<file path="config.mk">
export PLATFORM = sky130hd
export DESIGN_NAME = gci_top
export DESIGN_NICKNAME = d
export VERILOG_FILES = /design/src/hdl/gci_pkg.sv /design/src/hdl/gci_phase_if.sv /design/src/hdl/gci_phase_drv.sv /design/src/hdl/gci_top.sv
export VERILOG_INCLUDE_DIRS = /design/src /design/src/hdl
export SDC_FILE = /design/constraint.sdc
export NUM_CORES = 1
export LEC_CHECK = 0
export BUFFER_PORTS_ARGS = -buffer_cell sky130_fd_sc_hd__buf_2
export CAP_MARGIN = 20
export CORE_AREA = 3 3 123 125
export CTS_BUF_LIST = sky130_fd_sc_hd__clkbuf_4 sky130_fd_sc_hd__clkbuf_8
export CTS_CLUSTER_SIZE = 28
export DETAILED_ROUTE_END_ITERATION = 12
export DIE_AREA = 0 0 126 128
export PLACE_DENSITY = 0.74
export SLEW_MARGIN = 20
export SYNTH_ARGS = -nofsm -noshare
export SYNTH_HDL_FRONTEND = slang
export SYNTH_SLANG_ARGS = --single-unit
</file>
<file path="constraint.sdc">
create_clock -name ref_clk_in -period 2.05 [get_ports ref_clk_in]
set_clock_uncertainty 0.15 [all_clocks]
set_input_delay 0.205 -clock ref_clk_in [delete_from_list [all_inputs] [get_ports ref_clk_in]]
set_output_delay 0.205 -clock ref_clk_in [all_outputs]
set_load 0.005 [all_outputs]
</file>
<file path="src/hdl/gci_regs.svh">
`ifndef GCI_REGS_SVH
`define GCI_REGS_SVH

// ----------------------------------------------------------------
// Serial frame layout
// ----------------------------------------------------------------
`define GCI_FRAME_BITS 16
`define GCI_CNT_W 5
`define GCI_OP_MSB 15
`define GCI_OP_LSB 12
`define GCI_ARG_MSB 11

// ----------------------------------------------------------------
// Command opcodes and keys
// ----------------------------------------------------------------
`define GCI_OP_DEADTIME 4'h1
`define GCI_OP_CLEAR 4'h3
`define GCI_OP_SAFE 4'h6
`define GCI_SAFE_KEY 12'ha5c

// ----------------------------------------------------------------
// Widths and reset values
// ----------------------------------------------------------------
`define GCI_DT_W 8
`define GCI_SAMPLE_W 10
`define GCI_DT_RESET 8'h10
`define GCI_PIN_SYNC_RST 12'h021c

`endif

</file>
<file path="src/hdl/gci_pkg.sv">
`include "gci_regs.svh"

// ----------------------------------------------------------------
// Shared types
// ----------------------------------------------------------------
package gci_pkg;

	// Conduction state of one half bridge
	typedef enum logic [2:0] {
		PH_OFF,
		PH_HIGH,
		PH_LOW,
		PH_BOTH,
		PH_DEAD
	} gci_phase_state_t;

	// Opcode field of a serial frame
	typedef logic [`GCI_OP_MSB-`GCI_OP_LSB:0] gci_op_t;

endpackage

</file>
<file path="src/hdl/gci_phase_if.sv">
`timescale 1ns/1ps
`include "gci_regs.svh"

// ----------------------------------------------------------------
// Control path from the front end to one phase driver
// ----------------------------------------------------------------
interface gci_phase_if #(
	parameter int DT_W = `GCI_DT_W
);
	logic hi_req;
	logic lo_req;
	logic overlap_en;
	logic [DT_W-1:0] dead_time;
	logic hi_gate;
	logic lo_gate;

	// Driver side of the phase
	modport drv (
		input hi_req,
		input lo_req,
		input overlap_en,
		input dead_time,
		output hi_gate,
		output lo_gate
	);

	// Front end side of the phase
	modport ctl (
		output hi_req,
		output lo_req,
		output overlap_en,
		output dead_time,
		input hi_gate,
		input lo_gate
	);
endinterface

</file>
<file path="src/hdl/gci_phase_drv.sv">
`timescale 1ns/1ps
`include "gci_regs.svh"

// ----------------------------------------------------------------
// One half bridge: interlock and dead time
// ----------------------------------------------------------------
module gci_phase_drv
	import gci_pkg::*;
#(
	parameter int DT_W = `GCI_DT_W
) (
	input wire logic ref_clk_in,
	input wire logic rst_n_in,
	gci_phase_if.drv ph
);

	gci_phase_state_t state_reg;
	gci_phase_state_t state_next;
	logic [DT_W-1:0] cnt_reg;
	logic [DT_W-1:0] cnt_next;
	logic hi_reg;
	logic hi_next;
	logic lo_reg;
	logic lo_next;
	logic want_hi;
	logic want_lo;
	logic want_both;

	// Next state; leaving PH_HIGH, PH_LOW or PH_BOTH for anything but PH_BOTH passes through the dead phase
	always_comb begin
		want_both = ph.hi_req & ph.lo_req & ph.overlap_en;
		want_hi = ph.hi_req & ~ph.lo_req;
		want_lo = ph.lo_req & ~ph.hi_req;
		state_next = state_reg;
		cnt_next = cnt_reg;
		case (state_reg)
			PH_OFF: begin
				if (want_both) begin
					state_next = PH_BOTH;
				end else if (want_hi) begin
					state_next = PH_HIGH;
				end else if (want_lo) begin
					state_next = PH_LOW;
				end
			end
			PH_HIGH: begin
				if (want_both) begin
					state_next = PH_BOTH;
				end else if (!want_hi) begin
					state_next = PH_DEAD;
					cnt_next = ph.dead_time;
				end
			end
			PH_LOW: begin
				if (want_both) begin
					state_next = PH_BOTH;
				end else if (!want_lo) begin
					state_next = PH_DEAD;
					cnt_next = ph.dead_time;
				end
			end
			PH_BOTH: begin
				if (!want_both) begin
					state_next = PH_DEAD;
					cnt_next = ph.dead_time;
				end
			end
			PH_DEAD: begin
				if (cnt_reg == '0) begin
					state_next = PH_OFF;
				end else begin
					cnt_next = cnt_reg - 1'b1;
				end
			end
			default: begin
				state_next = PH_OFF;
			end
		endcase
		hi_next = (state_next == PH_HIGH) || (state_next == PH_BOTH);
		lo_next = (state_next == PH_LOW) || (state_next == PH_BOTH);
	end

	// Gates come straight from flops, so no decode glitch reaches a FET
	always_ff @(posedge ref_clk_in or negedge rst_n_in) begin
		if (!rst_n_in) begin
			state_reg <= PH_OFF;
			cnt_reg <= '0;
			hi_reg <= 1'b0;
			lo_reg <= 1'b0;
		end else begin
			state_reg <= state_next;
			cnt_reg <= cnt_next;
			hi_reg <= hi_next;
			lo_reg <= lo_next;
		end
	end

	assign ph.hi_gate = hi_reg;
	assign ph.lo_gate = lo_reg;
endmodule

</file>
<file path="src/hdl/gci_top.sv">
`timescale 1ns/1ps
`include "gci_regs.svh"

// Notes on behaviour
// - Gates may turn on only while both enable inputs are high.
// - A low high-side command turns that phase's high-side gate on.
// - A high low-side command turns that phase's low-side gate on.
// - Midpoint flag low while source is below half the load supply.
// - Serial input sampled on falling clock edge, most significant bit first.
// - Serial output floats until select goes low; drives only while selected.
// - Active-low select frames each command; no serial activity without it.
// - Asynchronous reset, enables, interrupt output beside the serial port.
// - Dead time between high and low conduction is set over serial port.
// - Both gates of a phase together only after the safe command.
// - Overcurrent flag output follows the overcurrent comparator.
module gci_top
	import gci_pkg::*;
#(
	parameter int SAMPLE_W = `GCI_SAMPLE_W,
	parameter int DT_W = `GCI_DT_W
) (
	input wire logic ref_clk_in,
	input wire logic rst_n_in,
	input wire logic gate_enable_a_in,
	input wire logic gate_enable_b_in,
	input wire logic ph_a_high_cmd_n_in,
	input wire logic ph_b_high_cmd_n_in,
	input wire logic ph_c_high_cmd_n_in,
	input wire logic ph_a_low_cmd_in,
	input wire logic ph_b_low_cmd_in,
	input wire logic ph_c_low_cmd_in,
	input wire logic [SAMPLE_W-1:0] high_source_a_in,
	input wire logic [SAMPLE_W-1:0] high_source_b_in,
	input wire logic [SAMPLE_W-1:0] high_source_c_in,
	input wire logic [SAMPLE_W-1:0] load_supply_level_in,
	input wire logic overcurrent_cmp_in,
	input wire logic sclk_in,
	input wire logic cs_n_in,
	input wire logic si_in,
	output logic [2:0] high_gate_out,
	output logic [2:0] low_gate_out,
	output logic midpoint_flag_a_out,
	output logic midpoint_flag_b_out,
	output logic midpoint_flag_c_out,
	output logic overcurrent_flag_out,
	output logic irq_out,
	output logic so_out,
	output logic so_oe_n_out
);

	// ----------------------------------------------------------------
	// Input synchronisers
	// ----------------------------------------------------------------
	logic [11:0] pin_raw;
	logic [11:0] pin_meta_reg;
	logic [11:0] pin_sync_reg;
	logic [3:0][SAMPLE_W-1:0] lvl_raw;
	logic [3:0][SAMPLE_W-1:0] lvl_meta_reg;
	logic [3:0][SAMPLE_W-1:0] lvl_sync_reg;

	// Packs the single-bit pins; select and high commands rest high
	assign pin_raw = {overcurrent_cmp_in, si_in, cs_n_in, sclk_in,
		ph_c_low_cmd_in, ph_b_low_cmd_in, ph_a_low_cmd_in,
		ph_c_high_cmd_n_in, ph_b_high_cmd_n_in, ph_a_high_cmd_n_in,
		gate_enable_b_in, gate_enable_a_in};
	assign lvl_raw = {load_supply_level_in, high_source_c_in,
		high_source_b_in, high_source_a_in};

	// Two stages before use; the level words move slowly, so a torn
	// sample only shifts the flag decision by one clock
	always_ff @(posedge ref_clk_in or negedge rst_n_in) begin
		if (!rst_n_in) begin
			pin_meta_reg <= `GCI_PIN_SYNC_RST;
			pin_sync_reg <= `GCI_PIN_SYNC_RST;
			lvl_meta_reg <= '0;
			lvl_sync_reg <= '0;
		end else begin
			pin_meta_reg <= pin_raw;
			pin_sync_reg <= pin_meta_reg;
			lvl_meta_reg <= lvl_raw;
			lvl_sync_reg <= lvl_meta_reg;
		end
	end

	// Named views of the synchronised pins
	logic en_ok;
	logic [2:0] hi_n_s;
	logic [2:0] lo_s;
	logic sclk_s;
	logic cs_n_s;
	logic si_s;
	logic oc_s;

	assign en_ok = pin_sync_reg[0] & pin_sync_reg[1];
	assign hi_n_s = pin_sync_reg[4:2];
	assign lo_s = pin_sync_reg[7:5];
	assign sclk_s = pin_sync_reg[8];
	assign cs_n_s = pin_sync_reg[9];
	assign si_s = pin_sync_reg[10];
	assign oc_s = pin_sync_reg[11];

	// ----------------------------------------------------------------
	// Midpoint and overcurrent status
	// ----------------------------------------------------------------
	logic [2:0] mid_reg;
	logic [2:0] mid_next;
	logic oc_reg;
	logic oc_next;

	// Flag high once twice the source reaches the supply level
	always_comb begin
		for (int i = 0; i < 3; i++) begin
			mid_next[i] = {lvl_sync_reg[i], 1'b0} >= {1'b0, lvl_sync_reg[3]};
		end
		oc_next = oc_s;
	end

	always_ff @(posedge ref_clk_in or negedge rst_n_in) begin
		if (!rst_n_in) begin
			mid_reg <= 3'h0;
			oc_reg <= 1'b0;
		end else begin
			mid_reg <= mid_next;
			oc_reg <= oc_next;
		end
	end

	assign midpoint_flag_a_out = mid_reg[0];
	assign midpoint_flag_b_out = mid_reg[1];
	assign midpoint_flag_c_out = mid_reg[2];
	assign overcurrent_flag_out = oc_reg;

	// ----------------------------------------------------------------
	// Serial setup port
	// ----------------------------------------------------------------
	logic sclk_d_reg;
	logic cs_d_reg;
	logic [`GCI_FRAME_BITS-1:0] rx_reg;
	logic [`GCI_FRAME_BITS-1:0] rx_next;
	logic [`GCI_FRAME_BITS-1:0] tx_reg;
	logic [`GCI_FRAME_BITS-1:0] tx_next;
	logic [`GCI_CNT_W-1:0] bit_cnt_reg;
	logic [`GCI_CNT_W-1:0] bit_cnt_next;
	logic [DT_W-1:0] dead_reg;
	logic [DT_W-1:0] dead_next;
	logic overlap_en_reg;
	logic overlap_en_next;
	logic frame_err_reg;
	logic frame_err_next;
	logic oc_evt_reg;
	logic oc_evt_next;
	logic irq_reg;
	logic irq_next;
	logic so_reg;
	logic so_next;
	logic so_oe_n_reg;
	logic so_oe_n_next;
	logic sclk_fall;
	logic sclk_rise;
	logic cs_fall;
	logic cs_rise;
	logic frame_ok;
	logic frame_bad;
	gci_op_t op;
	logic [`GCI_FRAME_BITS-1:0] status_word;

	// Edges of the sampled link clock and select
	assign sclk_fall = sclk_d_reg & ~sclk_s;
	assign sclk_rise = ~sclk_d_reg & sclk_s;
	assign cs_fall = cs_d_reg & ~cs_n_s;
	assign cs_rise = ~cs_d_reg & cs_n_s;
	// Only a frame of exactly the right length is executed
	assign frame_ok = cs_rise && (bit_cnt_reg == `GCI_CNT_W'(`GCI_FRAME_BITS));
	assign frame_bad = cs_rise && (bit_cnt_reg != `GCI_CNT_W'(`GCI_FRAME_BITS));
	assign op = rx_reg[`GCI_OP_MSB:`GCI_OP_LSB];
	// Reply loaded at select; the cast drops the top flags if the dead time is wider than 8 bits
	assign status_word = `GCI_FRAME_BITS'({overlap_en_reg, frame_err_reg, oc_evt_reg,
		oc_reg, mid_reg, 1'b0, dead_reg});

	// Shift, count and command decode
	always_comb begin
		rx_next = rx_reg;
		tx_next = tx_reg;
		bit_cnt_next = bit_cnt_reg;
		dead_next = dead_reg;
		overlap_en_next = overlap_en_reg;
		frame_err_next = frame_err_reg;
		oc_evt_next = oc_evt_reg;
		if (cs_fall) begin
			bit_cnt_next = '0;
			tx_next = status_word;
		end else if (!cs_n_s && sclk_fall) begin
			rx_next = {rx_reg[`GCI_FRAME_BITS-2:0], si_s};
			if (bit_cnt_reg != `GCI_CNT_W'(`GCI_FRAME_BITS + 1)) begin
				bit_cnt_next = bit_cnt_reg + 1'b1;
			end
		end else if (!cs_n_s && sclk_rise && bit_cnt_reg != '0) begin
			// First rising edge keeps the MSB for the first sample
			tx_next = {tx_reg[`GCI_FRAME_BITS-2:0], 1'b0};
		end
		if (frame_ok) begin
			case (op)
				`GCI_OP_DEADTIME: begin
					dead_next = rx_reg[DT_W-1:0];
				end
				`GCI_OP_SAFE: begin
					// Any other key disarms overlap again
					overlap_en_next = rx_reg[`GCI_ARG_MSB:0] == `GCI_SAFE_KEY;
				end
				`GCI_OP_CLEAR: begin
					frame_err_next = 1'b0;
					oc_evt_next = 1'b0;
				end
				default: begin
				end
			endcase
		end
		// New events beat a clear in the same cycle
		if (frame_bad) begin
			frame_err_next = 1'b1;
		end
		if (oc_s && !oc_reg) begin
			oc_evt_next = 1'b1;
		end
		irq_next = frame_err_next | oc_evt_next;
		so_next = cs_n_s ? 1'b0 : tx_next[`GCI_FRAME_BITS-1];
		so_oe_n_next = cs_n_s;
	end

	always_ff @(posedge ref_clk_in or negedge rst_n_in) begin
		if (!rst_n_in) begin
			sclk_d_reg <= 1'b0;
			cs_d_reg <= 1'b1;
			rx_reg <= '0;
			tx_reg <= '0;
			bit_cnt_reg <= '0;
			dead_reg <= `GCI_DT_RESET;
			overlap_en_reg <= 1'b0;
			frame_err_reg <= 1'b0;
			oc_evt_reg <= 1'b0;
			irq_reg <= 1'b0;
			so_reg <= 1'b0;
			so_oe_n_reg <= 1'b1;
		end else begin
			sclk_d_reg <= sclk_s;
			cs_d_reg <= cs_n_s;
			rx_reg <= rx_next;
			tx_reg <= tx_next;
			bit_cnt_reg <= bit_cnt_next;
			dead_reg <= dead_next;
			overlap_en_reg <= overlap_en_next;
			frame_err_reg <= frame_err_next;
			oc_evt_reg <= oc_evt_next;
			irq_reg <= irq_next;
			so_reg <= so_next;
			so_oe_n_reg <= so_oe_n_next;
		end
	end

	assign irq_out = irq_reg;
	assign so_out = so_reg;
	assign so_oe_n_out = so_oe_n_reg;

	// ----------------------------------------------------------------
	// Phase drivers
	// ----------------------------------------------------------------
	gci_phase_if #(.DT_W(DT_W)) ph_if[3] ();

	for (genvar i = 0; i < 3; i++) begin : g_phase
		// Enables gate both sides before any interlock sees them
		assign ph_if[i].hi_req = en_ok & ~hi_n_s[i];
		assign ph_if[i].lo_req = en_ok & lo_s[i];
		assign ph_if[i].overlap_en = overlap_en_reg;
		assign ph_if[i].dead_time = dead_reg;
		gci_phase_drv #(.DT_W(DT_W)) u_drv (
			.ref_clk_in(ref_clk_in),
			.rst_n_in(rst_n_in),
			.ph(ph_if[i])
		);
		assign high_gate_out[i] = ph_if[i].hi_gate;
		assign low_gate_out[i] = ph_if[i].lo_gate;
	end
endmodule

</file>
==> metrics.md <==
| Metric | Value |
|---|---|
| Status | finished, violations left |
| Violated checks | setup timing |
| Reg2Reg Depth | 8 |
| Top-Level Pins | 67 |
| Area of the multi-input gates | 2730 µm² |
| Synth async-reset ratio | 1.00 |
| Tot GR Track Use | 0.219 |
| # DRC | 0 |
| Max Slew Vio Count | 0 |
| Vias in the first global route | 5781 |
| Row count | 43 |
| Gate Count Post-Synth | 612 |
| DRT Pass-1 Iters | 5 |
| Setup WS pre-CTS | -0.0956 ns |
| Worst-path clk slew | 0.11 ns |
| Post-layout util | 0.708 |
| Routed WL | 16.9 mm |
| Worst Hold Margin | 0.108 ns |
| Starting density of the core | 0.558 |
| Initial antenna violation count | 0 |
| Die area | 16100 µm² |
| Post-route ant nets | 0 |
| Number of library cell types mapped by synthesis | 72 |
| Port Buffer Count | 66 |
| FF+latch area | 4990 µm² |
| Tmin final | 2.14 ns |
| RSZ-0062 raised after global routing | true |
| Slew at the pin with the worst max-slew slack | 0.671 ns |
| Area after DPL | 8680 µm² |
| Chip width | 126 µm |
| Slew Limit Headroom | 0.541 |
| Top FF cell, synth | dfrtp_1 |
| Most frequent cells in the layout | dfrtp_1, buf_2, dlygate4sd3_1, buf_4, nand2_1 |
| TritonCTS clock tree | built |
| Pin count of the biggest net entering global routing | 51 |
| Worst vdd ir | 0.000698 V |
| Fraction of layout cells with a size suffix above 1 | 0.299 |
| Core area | 14000 µm² |
| Wirelength per Cell | 17.1 µm |
| Hold crit path type | in -> async |
| FF+latch count, synth | 199 |
| Layout fillers | 968 |
| Number of DRC markers in iteration 0 | 343 |
| NumNets Final | 880 |
| Die Ht | 128 µm |
| Antenna cell count | 0 |
| Yosys Warn Count | 0 |
| CP max FO | 6 |
| Crit. End Element | register |
| Deepest clock path buffer count | 2 |
| Vias per inst | 5.45 |
| # setup viols final | 8 |
| PwrDens | 1010 nW/µm² |
| Startpoint Class | register |
| Arrival time at the worst endpoint | 2.32 ns |
| Syn Std Cell Area | 7810 µm² |
| DPL Wire Length | 10.3 mm |
| First-pass GRT wire length | 27.9 mm |
| Mapped Nets | 699 |
| EDFF count, synth | 0 |
| Final worst slack | -0.0942 ns |
| Global placement routability congestion | 0.845 |
| # clock sinks | 199 |
| Hold Fails Final Rpt | 0 |
| H-tree depth | 4 |
| Leading cell type in the layout, fill and taps excluded | dfrtp_1 |
| CTS buffer count | 17 |
| Required time of the worst setup path | 2.23 ns |
| Remaining Overflow, GRT | 0 |
| Sequential area share after synthesis | 0.640 |
| Layout overhead on the synthesized area | 26.8% |
| Max Freq | 0.466 GHz |
| Final period util | 1.05 |
| Synth Area per Inst | 12.8 µm² |
| Clk_lat worst skew | 0.46 ns |
| CTS Root Cell | clkbuf_8 |
| Max cap viols | 0 |
| Vias | 5373 |
| DP Cell Count | 886 |
| Kind of critical path | reg -> reg |
| Finished Layout Cells | 986 |
| Post-route cell area | 9900 µm² |
| P_leak | 0.00453 µW |
-- cells by family after synthesis --
group | after synthesis | share of synthesized area
adders and majority gates | 33 | 0.0529
xor gates and xnor gates | 5 | 0.00561
buffers and inverters | 47 | 0.0279
and+or+nand+nor | 172 | 0.119
DFF | 199 | 0.640
AOI/OAI and AO/OA | 113 | 0.0958
muxes | 43 | 0.0590
-- synthesized netlist by cell type (all sizes together), types with 10 or more instances --
cell,instances,area share
ha,33,0.053
buf,12,0.010
nor3,17,0.011
dfstp,10,0.034
nor2,30,0.015
dfrtp,189,0.61
inv,28,0.014
mux2,24,0.035
nand2,50,0.024
o21ai,35,0.022
nand3,15,0.0096
a21oi,29,0.019
mux2i,19,0.024
-- power by group --
group	leakage [µW]	switching, µW	internal (µW)
Combinational	0.00188	1370	1450
Clock	0.000212	1470	1070
Sequential	0.00244	325	4340
-- path summary, 6_finish.rpt --
| path | to | slack, ns | start |
|---|---|---|---|
| setup / recovery | g_phase[0].u_drv.cnt_reg[4] | -0.09 | g_phase[0].u_drv.cnt_reg[0] |
| hold / removal | pin_meta_reg[6] | 0.11 | rst_n_in |
| setup reg to reg | g_phase[0].u_drv.cnt_reg[4] | -0.09 | g_phase[0].u_drv.cnt_reg[0] |
| hold reg to reg | lvl_sync_reg[13] | 0.20 | lvl_meta_reg[13] |
| max in group asynchronous | pin_meta_reg[9] | 0.96 | rst_n_in |
| min in group ref_clk_in | lvl_sync_reg[13] | 0.20 | lvl_meta_reg[13] |
-- critical path: stages (launching register included) --
cell,delay [ns]
dfrtp_1,0.40
inv_2,0.08
ha_4,0.14
or4b_4,0.48
o41ai_4,0.29
and2_4,0.25
inv_6,0.06
a21oi_4,0.12
a211oi_2,0.05
-- through the flow --
step	setup TNS [ns]	total power, µW
after detailed placement	-0.432	6930
after floorplan	0	6010
after global routing	-1.34	10600
after CTS	-0.0837	9750
final	-0.452	10000
after global placement	-0.113	6820
-- metal layers --
metal  routed length [µm]  share of wire  vias up  track usage
met5                    0              0        -            0
met4                  467          0.028        0       0.0896
met3                  887          0.053       38       0.0588
met2                 8800           0.52      155        0.384
met1                 6730           0.40     2652        0.257
li1                     -              -     2528            -
-- cell type report --
cell class,count,area share
multi-input combinational,366,0.276
clock inverter,14,0.0183
tap,180,0.0228
sequential,199,0.504
clock buffer,18,0.0250
inverter,28,0.0111
timing repair buffer,181,0.142
-- what timing repair did --
item / in CTS / in global routing
endpoints found under the hold margin: 246 / 0
gates cloned: 0 / 1
hold buffers: 53 / 0
pin swaps: 3 / 5
endpoints found under the setup margin: 13 / 41
buffers inserted: 7 / 7
resized for setup: 10 / 29
(Power assumes the default switching activity.)
